[src/core/gpt_pkg.sv]
package gpt_pkg;
  // Register byte offsets
  localparam logic [7:0] GPT_LOAD_LO_OFS = 8'hA0;
  localparam logic [7:0] GPT_LOAD_HI_OFS = 8'hA1;
  localparam logic [7:0] GPT_INT_SRC_OFS = 8'hA2;
  localparam logic [7:0] GPT_CTL_OFS = 8'hA3;
  localparam logic [7:0] GPT_CNT_LO_OFS = 8'hA4;
  localparam logic [7:0] GPT_CNT_HI_OFS = 8'hA5;
  // Field positions
  localparam int GPT_EN_BIT = 0;
  localparam int GPT_RST_BIT = 1;
  localparam int GPT_DIS_BIT = 2;
  localparam int GPT_STS_BIT = 7;
  localparam int GPT_UFLOW_BIT = 0;
  // Reset values
  localparam logic [15:0] GPT_LOAD_RST = 16'hFFFF;
  localparam logic [15:0] GPT_CNT_RST = 16'h0000;
  // Timing
  localparam int GPT_CLK_KHZ = 25000;
  localparam int GPT_TICK_US = 1000;
  localparam int GPT_RELOAD_US = 200;
  localparam int GPT_TICK_CYC = (GPT_TICK_US * GPT_CLK_KHZ) / 1000;
  localparam int GPT_RELOAD_CYC = (GPT_RELOAD_US * GPT_CLK_KHZ + 999) / 1000;

  typedef struct packed {
    logic [7:0] addr;
    logic [7:0] wdata;
    logic wr;
    logic rd;
  } gpt_req_s;

  typedef struct packed {
    logic enable;
    logic auto_disable_on_underflow;
    logic reload_busy;
    logic running;
    logic uflow_pending;
    logic underflow_flag;
    logic [15:0] timer_load_value;
    logic [15:0] timer_count_value;
    logic [15:0] tick_cnt;
    logic [15:0] reload_cnt;
    logic [7:0] rdata;
    logic irq;
  } gpt_state_s;
endpackage

[src/core/gpt_timer.sv]
`timescale 1ns/100ps
// Overview of operation
// - Status bit 7 shows timer counting
// - Auto-disable stops timer, clears enable on underflow
// - Auto-disable underflow flag waits until timer halted
// - Reload-reset stops timer, reloads from load
// - Reload-reset bit self-clears after propagation time
// - Enable starts/stops without touching the count
// - Read-only count register, resets to zero
// - Count down load value in millisecond steps
// - Write-one-clear underflow flag drives interrupt
module gpt_timer #(
  parameter int TICK_CYC = gpt_pkg::GPT_TICK_CYC,
  parameter int RELOAD_CYC = gpt_pkg::GPT_RELOAD_CYC
) (
  // Clock and reset
  input wire logic sys_clk,
  input wire logic rst,
  input wire logic clk_en,
  // Register port
  input wire gpt_pkg::gpt_req_s req,
  output logic [7:0] reg_rdata,
  // Interrupt status contribution
  output logic timer_interrupt_indication
);
  import gpt_pkg::*;

  localparam logic [15:0] TICK_LAST = 16'(TICK_CYC - 1);
  localparam logic [15:0] RELOAD_LAST = 16'(RELOAD_CYC - 1);

  gpt_state_s s;
  gpt_state_s next_s;
  logic tick;
  logic uflow_set;

  localparam gpt_state_s STATE_RST = '{
    enable: 1'b0,
    auto_disable_on_underflow: 1'b0,
    reload_busy: 1'b0,
    running: 1'b0,
    uflow_pending: 1'b0,
    underflow_flag: 1'b0,
    timer_load_value: GPT_LOAD_RST,
    timer_count_value: GPT_CNT_RST,
    tick_cnt: 16'h0000,
    reload_cnt: 16'h0000,
    rdata: 8'h00,
    irq: 1'b0
  };

  ////////////////////////////////////////////////////////////////////////////////
  always_comb begin
    next_s = s;
    tick = s.running && (s.tick_cnt == TICK_LAST);
    // Any hardware set of the underflow flag this cycle
    uflow_set = (tick && (s.timer_count_value <= 16'h0001) && !s.auto_disable_on_underflow) ||
                (s.uflow_pending && !s.running);
    // Prescaler runs only while counting, so a stop keeps the partial ms
    if (s.running) begin
      next_s.tick_cnt = tick ? 16'h0000 : s.tick_cnt + 16'h0001;
    end
    if (tick) begin
      if (s.timer_count_value <= 16'h0001) begin
        if (s.auto_disable_on_underflow) begin
          next_s.timer_count_value = 16'h0000;
          next_s.enable = 1'b0;
          next_s.uflow_pending = 1'b1;
        end else begin
          next_s.timer_count_value = s.timer_load_value;
          next_s.underflow_flag = 1'b1;
        end
      end else begin
        next_s.timer_count_value = s.timer_count_value - 16'h0001;
      end
    end
    // Flag raised only once status reads zero
    if (s.uflow_pending && !s.running) begin
      next_s.uflow_pending = 1'b0;
      next_s.underflow_flag = 1'b1;
    end
    // Reload-reset holds the counter at the load value until done
    if (s.reload_busy) begin
      next_s.timer_count_value = s.timer_load_value;
      next_s.tick_cnt = 16'h0000;
      next_s.reload_cnt = s.reload_cnt + 16'h0001;
      if (s.reload_cnt == RELOAD_LAST) begin
        next_s.reload_busy = 1'b0;
      end
    end
    // Register writes
    if (req.wr) begin
      case (req.addr)
        GPT_LOAD_LO_OFS: next_s.timer_load_value[7:0] = req.wdata;
        GPT_LOAD_HI_OFS: next_s.timer_load_value[15:8] = req.wdata;
        GPT_INT_SRC_OFS: begin
          // Set in the same cycle wins over the clear
          if (req.wdata[GPT_UFLOW_BIT] && !uflow_set) begin
            next_s.underflow_flag = 1'b0;
          end
        end
        GPT_CTL_OFS: begin
          next_s.enable = req.wdata[GPT_EN_BIT];
          next_s.auto_disable_on_underflow = req.wdata[GPT_DIS_BIT];
          if (req.wdata[GPT_RST_BIT]) begin
            next_s.reload_busy = 1'b1;
            next_s.reload_cnt = 16'h0000;
          end
        end
        default: ;
      endcase
    end
    // Counting follows enable, halted during reload-reset
    next_s.running = next_s.enable && !next_s.reload_busy;
    next_s.irq = next_s.underflow_flag;
    // Register reads, data valid the cycle after the strobe
    if (req.rd) begin
      case (req.addr)
        GPT_LOAD_LO_OFS: next_s.rdata = s.timer_load_value[7:0];
        GPT_LOAD_HI_OFS: next_s.rdata = s.timer_load_value[15:8];
        GPT_INT_SRC_OFS: next_s.rdata = {7'h00, s.underflow_flag};
        GPT_CTL_OFS: next_s.rdata = {s.running, 4'h0, s.auto_disable_on_underflow,
                                     s.reload_busy, s.enable};
        GPT_CNT_LO_OFS: next_s.rdata = s.timer_count_value[7:0];
        GPT_CNT_HI_OFS: next_s.rdata = s.timer_count_value[15:8];
        default: next_s.rdata = 8'h00;
      endcase
    end
  end

  always_ff @(posedge sys_clk) begin
    if (rst) begin
      s <= STATE_RST;
    end else if (clk_en) begin
      s <= next_s;
    end
  end

  assign reg_rdata = s.rdata;
  assign timer_interrupt_indication = s.irq;
endmodule // gpt_timer

[config.mk]
export PLATFORM = sky130hd
export DESIGN_NAME = gpt_timer
export DESIGN_NICKNAME = d
export VERILOG_FILES = /design/src/core/gpt_pkg.sv /design/src/core/gpt_timer.sv
export SDC_FILE = /design/constraint.sdc
export NUM_CORES = 1
export LEC_CHECK = 0
export BUFFER_PORTS_ARGS = -buffer_cell sky130_fd_sc_hd__clkbuf_2
export CORE_ASPECT_RATIO = 1.4
export CORE_MARGIN = 5
export CORE_UTILIZATION = 30
export CTS_BUF_LIST = sky130_fd_sc_hd__clkbuf_4 sky130_fd_sc_hd__clkbuf_8 sky130_fd_sc_hd__clkbuf_16
export DETAILED_ROUTE_END_ITERATION = 7
export HOLD_SLACK_MARGIN = 0.08
export PLACE_DENSITY_LB_ADDON = 0.08
export SLEW_MARGIN = 20
export SYNTH_ARGS = -nofsm -noshare
export SYNTH_HDL_FRONTEND = slang
export SYNTH_SLANG_ARGS = --single-unit
[constraint.sdc]
create_clock -name sys_clk -period 2.9 [get_ports sys_clk]
set_input_delay 0.58 -clock sys_clk [delete_from_list [all_inputs] [get_ports sys_clk]]
set_output_delay 0.58 -clock sys_clk [all_outputs]
set_load 0.05 [all_outputs]
# ---- After elaboration in Yosys (flattened, before gate mapping)
# Index checks and enable logic that the tools add are counted.
dict set report op_classes {
  eq_ne 8
  n_lt_le_gt_ge 1
  reduce_logical 23
  addsub 3
  n_mux 28
}
# cell n
set op_table {}
lappend op_table {{two-way mux 16 bit} 8}
lappend op_table {{== test 8 bit, second input constant} 6}
lappend op_table {{two-way mux 48 bit} 1}
lappend op_table {{case mux 8 bit (6 select lines)} 1}
lappend op_table {{adder 16 x 1 -> 16 bit, second input constant} 2}
lappend op_table {{two-way mux 17 bit} 1}
lappend op_table {{== test 16 x 13 -> 1 bit, second input constant} 1}
lappend op_table {{== test 16 x 15 -> 1 bit, second input constant} 1}
lappend op_table {{<= comparator 16 x 1 -> 1 bit, second input constant} 1}
lappend op_table {{two-way mux 8 bit} 2}
lappend op_table {{subtractor 16 x 1 -> 16 bit, second input constant} 1}
lappend op_table {{two-way mux 1 bit} 10}
lappend op_table {{nonzero test 2 bit} 5}
lappend op_table {{AND reduction 3 bit} 3}
lappend op_table {{logical AND 1 bit} 6}
lappend op_table {{two-way mux 2 bit} 3}
lappend op_table {{two-way mux 3 bit} 2}
lappend op_table {{AND reduction 2 bit} 3}
lappend op_table {{zero test 1 bit} 4}
lappend op_table {{AND reduction 4 bit} 1}
lappend op_table {{logical OR 1 bit} 1}
dict set report totals {
  output_inout_bits 9
  in_bits 21
  wordCells 75
  regBits 78
}

# ---- Logic depth before layout (Yosys ltp)
dict set report depth {
  word_depth 10
  ltp_mapped 8
  ltp_nobuf 7
}

# ---- Least setup slack after synthesis
# No wires, ideal clock.
dict set report synth_timing {
  path_type {input -> register}
  start {input req[16] (netlist bit)}
  end {register s[69] (netlist bit)}
  t_arrival_ps 2188
  path_buffers 2
  slack_ps 592
  cell_stages 6
  setup_time_ps 120
  cell_sequence {nand4bb_1 > or2_1 > or4b_1 > clkbuf_1 > buf_2 > a211o_1}
}
dict set report synth_via {
  elab_chain_len 2
}
# item line
set synth_lines {}
lappend synth_lines {{start: declaration} gpt_timer.sv:21} ;# input wire gpt_pkg::gpt_req_s req,
lappend synth_lines {{== test 8 bit} gpt_timer.sv:92} ;# case (req.addr)
lappend synth_lines {{AND reduction 3 bit (no line)} n/a}
lappend synth_lines {{end signal: assignment} gpt_timer.sv:134} ;# s <= next_s;
lappend synth_lines {{end: declaration} gpt_timer.sv:31} ;# gpt_state_s s;
# No other way between the ends.
# A chain may end at the register's enable or synchronous reset.

# ---- Final worst setup path
dict set report layout_timing {
  start {register s[28] (netlist bit)}
  end {register s[48] (netlist bit)}
}
dict set report layout_via {
  elab_chain_len 4
}
# item line
set layout_lines {}
lappend layout_lines {{== test 16 x 15 -> 1 bit} gpt_timer.sv:54} ;# tick = s.running && (s.tick_cnt == TICK_LAST);
lappend layout_lines {{logical AND 1 bit} gpt_timer.sv:54}
lappend layout_lines {{nonzero test 2 bit (no line)} n/a}
lappend layout_lines {{AND reduction 2 bit (no line)} n/a}
# No other way between the ends.

==> summary.log <==
qor: outcome.status complete, no violations
qor: clock_network.post-cts-setup-buffer-count 0
qor: setup_path.beginning_of_the_worst_register_to_register_path s[28]$_SDFFE_PP0P_
qor: setup_path.critical_path.startpoint_type flop
qor: power.power.sequential.fraction 39.3%
qor: yosys.synthesis.instances 480
qor: global_routing.first_global_vias 3627
qor: power.power.share.clock 44.6%
qor: power.pwr-share-comb 16.0%
qor: place.rd_place_congestion 0.789
qor: floorplan.ios 30
qor: timing.timing_hold_violations_final 0
qor: detailed_routing.post_drt_via_cell_ratio 5.15
qor: detailed_routing.drc_errors 0
qor: global_routing.grt_remaining_overflow 0
qor: place.place_ws 0.324 ns
qor: setup_path.timing.critical_path.fanout_max 10
qor: finish.finalNetCount 523
qor: worst_hold_path.hold_class in -> reg
qor: setup_path.worst-r2r-cell-count 5
qor: finish.syn_to_final_growth 14.9%
qor: setup_path.crit_type reg -> reg
qor: floorplan.die_w 109 um
qor: timing.fin_tns_setup 0 ns
qor: yosys.synth_sequential_area_ratio 37.8%
qor: finish.antenna_cells_inserted 0
qor: place.port_buffers 29
qor: clock_network.path_clk_slew 0.06 ns
qor: setup_path.critical_path_required 3.16 ns
qor: timing.setup_viol 0
qor: clock_network.clock-root-buffer sky130_fd_sc_hd__clkbuf_16
qor: yosys.synth_cell_type_count 63
qor: detailed_routing.detailroute.via_count 3526
qor: detailed_routing.routed_wl 11.6 mm
qor: clock_network.number_of_sinks_driven_by_the_clock_tree 78
qor: yosys.synth_enable_flop_cells 0
qor: timing.clock_period_minus_final_worst_setup_slack 2.37 ns
qor: setup_path.cp-end-kind flop
qor: finish.filler_instances 1434
qor: run.maxCapViolCount 0
qor: yosys.yosys_reg_bits 78
qor: clock_network.hold_buffers 0
qor: clock_network.cts_max_path_buffers 2
qor: finish.drive_gt1_share 14.3%
qor: power.max_vdd_drop 0.174 mV
qor: power.powerDensity 596 nW/um^2
qor: detailed_routing.final_antenna_net_count 0
qor: floorplan.fp.dieArea 16200 um^2
qor: detailed_routing.avgRoutedWirePerCell 16.9 um
qor: clock_network.postCtsResizedCells 0
qor: worst_hold_path.hold_path_depth 2
qor: floorplan.floorplan.core_area 13500 um^2
qor: setup_path.arrival_time_worst_endpoint 2.63 ns
qor: global_routing.antenna_found_initial 0
qor: global_routing.grtUsageTotal 15.5%
qor: finish.mostFrequentLayoutCells sky130_fd_sc_hd__dfxtp_1, sky130_fd_sc_hd__nor2_1, sky130_fd_sc_hd__inv_1, sky130_fd_sc_hd__nand2_1, sky130_fd_sc_hd__clkbuf_2
qor: yosys.synthesis.area_per_instance 8.60 um^2
qor: detailed_routing.detailedRoute.firstIterationViolations 154
qor: finish.multi_input_comb_area 2280 um^2
qor: detailed_routing.dr.pass1.iters 4
qor: timing.period_share 81.9%
qor: yosys.syn-num-nets 505
qor: floorplan.start_util 30.7%
qor: floorplan.die_h 149 um
qor: power.p_sw 0.787 mW
qor: timing.tightest_pin_transition 0.974 ns
qor: timing.postLayoutSetupSlackWorst 0.526 ns
qor: global_routing.grt_pass1_wl 19.3 mm
qor: yosys.syn_area 4130 um^2
qor: timing.maxSlewHeadroom 34.5%
qor: yosys.synth_flop_cell sky130_fd_sc_hd__dfxtp_1
qor: timing.rsz0062_at_grt no
qor: timing.fin_hold_ws 0.450 ns
qor: setup_path.reg2reg_slack 0.53 ns
qor: finish.final_core_utilization 35.3%
qor: global_routing.grt_max_degree 31
qor: setup_path.crit-reg2reg-capture s[48]$_SDFFE_PP0P_
qor: worst_hold_path.worstHoldEndpoint s[62]$_SDFFE_PP1P_
qor: floorplan.core.rowCount 50
qor: clock_network.clock_tree_from_tritoncts done
qor: worst_hold_path.hold_path.startpoint req[7]
qor: power.switching_part_of_the_total_power 27.8%
qor: power.p_int 2.04 mW
qor: yosys.ys_async_sr_fraction 0%
qor: clock_network.worst_skew_pair.late_latency 0.35 ns
qor: power.leakage 1.73 nW
qor: finish.final-seq-area 1560 um^2
qor: timing.fmax 0.421 GHz
qor: yosys.synth_warnings 0
qor: clock_network.tritoncts.num_buffers 9
qor: finish.layout.cells.most_common sky130_fd_sc_hd__dfxtp_1
qor: clock_network.htree_levels 3
qor: timing.maxSlewViolCount 0
qor: place.post-dp-hpwl 8.34 mm
qor: timing.fin_worst_skew 0.00721 ns
==> critical path: stages (launching register included) <==
cell,delay [ns]
sky130_fd_sc_hd__dfxtp_1,0.34
sky130_fd_sc_hd__or4b_1,0.59
sky130_fd_sc_hd__nor4_4,0.49
sky130_fd_sc_hd__o21a_1,0.30
sky130_fd_sc_hd__nand2b_1,0.35
sky130_fd_sc_hd__o32ai_1,0.21
==> cells in the mapped netlist (6+ instances only) <==
library cell               instances  area (um^2)
sky130_fd_sc_hd__nor2b_1          10         62.6
sky130_fd_sc_hd__inv_1            31          116
sky130_fd_sc_hd__nand3_1          13         65.1
sky130_fd_sc_hd__o32ai_1          10         87.6
sky130_fd_sc_hd__a211o_1          16          140
sky130_fd_sc_hd__buf_4             8         60.1
sky130_fd_sc_hd__nor4_1            9         56.3
sky130_fd_sc_hd__a21oi_1          20          100
sky130_fd_sc_hd__nor2_1           66          248
sky130_fd_sc_hd__a32oi_1           9         78.8
sky130_fd_sc_hd__dfxtp_1          78         1560
sky130_fd_sc_hd__nor3_1           11         55.1
sky130_fd_sc_hd__mux2i_1          12          120
sky130_fd_sc_hd__nand4_1          11         68.8
sky130_fd_sc_hd__nand2_1          30          113
sky130_fd_sc_hd__clkbuf_1         13         48.8
sky130_fd_sc_hd__xor2_1           13          114
sky130_fd_sc_hd__a22oi_1           6         45.0
sky130_fd_sc_hd__xnor2_1          18          158
==> cell families (layout without fill, tap and decap cells) <==
logic type / Yosys count / in the layout / synth area share [%]
xor gates and xnor gates: 31 / 31 / 6.58
AOI/OAI and AO/OA: 99 / 99 / 18.2
buffers and inverters: 63 / 86 / 7.00
adders and majority gates: 4 / 4 / 1.21
DFF: 78 / 78 / 37.8
muxes: 16 / 16 / 4.55
and+or+nand+nor: 189 / 189 / 24.6
==> state kept, by name (all words and copies together) (netlist names) <==
name                        flops
s                              69
timer_interrupt_indication      1
reg_rdata                       8
==> worst max path at each step <==
stage	endpoint	from	slack [ns]
after floorplan	s[69]$_SDFFE_PP1P_	req[16]	0.59
after global placement	s[72]$_SDFFE_PP1P_	req[16]	0.35
after detailed placement	s[66]$_SDFFE_PP1P_	req[16]	0.32
after CTS	s[42]$_SDFFE_PP0P_	s[41]$_SDFFE_PP0P_	0.52
after global routing	s[48]$_SDFFE_PP0P_	s[28]$_SDFFE_PP0P_	0.31
final	s[48]$_SDFFE_PP0P_	s[28]$_SDFFE_PP0P_	0.53
==> power by group through the flow <==
stage,Sequential [mW],Clock [mW],Combinational (mW)
6_report,1.11,1.26,0.454
5_1_grt,1.11,1.35,0.501
4_1_cts,1.11,1.30,0.447
3_5_place_dp,1.14,0,0.445
3_3_place_gp,1.14,0,0.445
2_1_floorplan,1.13,0,0.341
==> metrics by stage <==
stage	instance area, um^2	std cells	total power [mW]
2_1_floorplan	4130	480	1.47
3_3_place_gp	4400	669	1.58
3_5_place_dp	4400	669	1.58
4_1_cts	4740	685	2.86
5_1_grt	4740	685	2.97
6_report	4740	685	2.83
==> metal layers <==
layer / global-route usage (%) / wire, um / vias up / part of all wire (%)
met2: 25.6 / 5680 / 56 / 49
li1: - / - / 1779 / -
met1: 19.6 / 5070 / 1676 / 44
met5: 0 / 0 / - / 0
met3: 2.21 / 497 / 15 / 4.3
met4: 7.45 / 300 / 0 / 2.6
==> layout make-up <==
cell class	instances	area share, %
timing repair buffer	39	4.64
tap	182	4.80
multi-input combinational	339	48.2
clock inverter	6	1.98
sequential	78	32.9
clock buffer	10	5.04
inverter	31	2.45
Power figures use the tool's default switching activity.
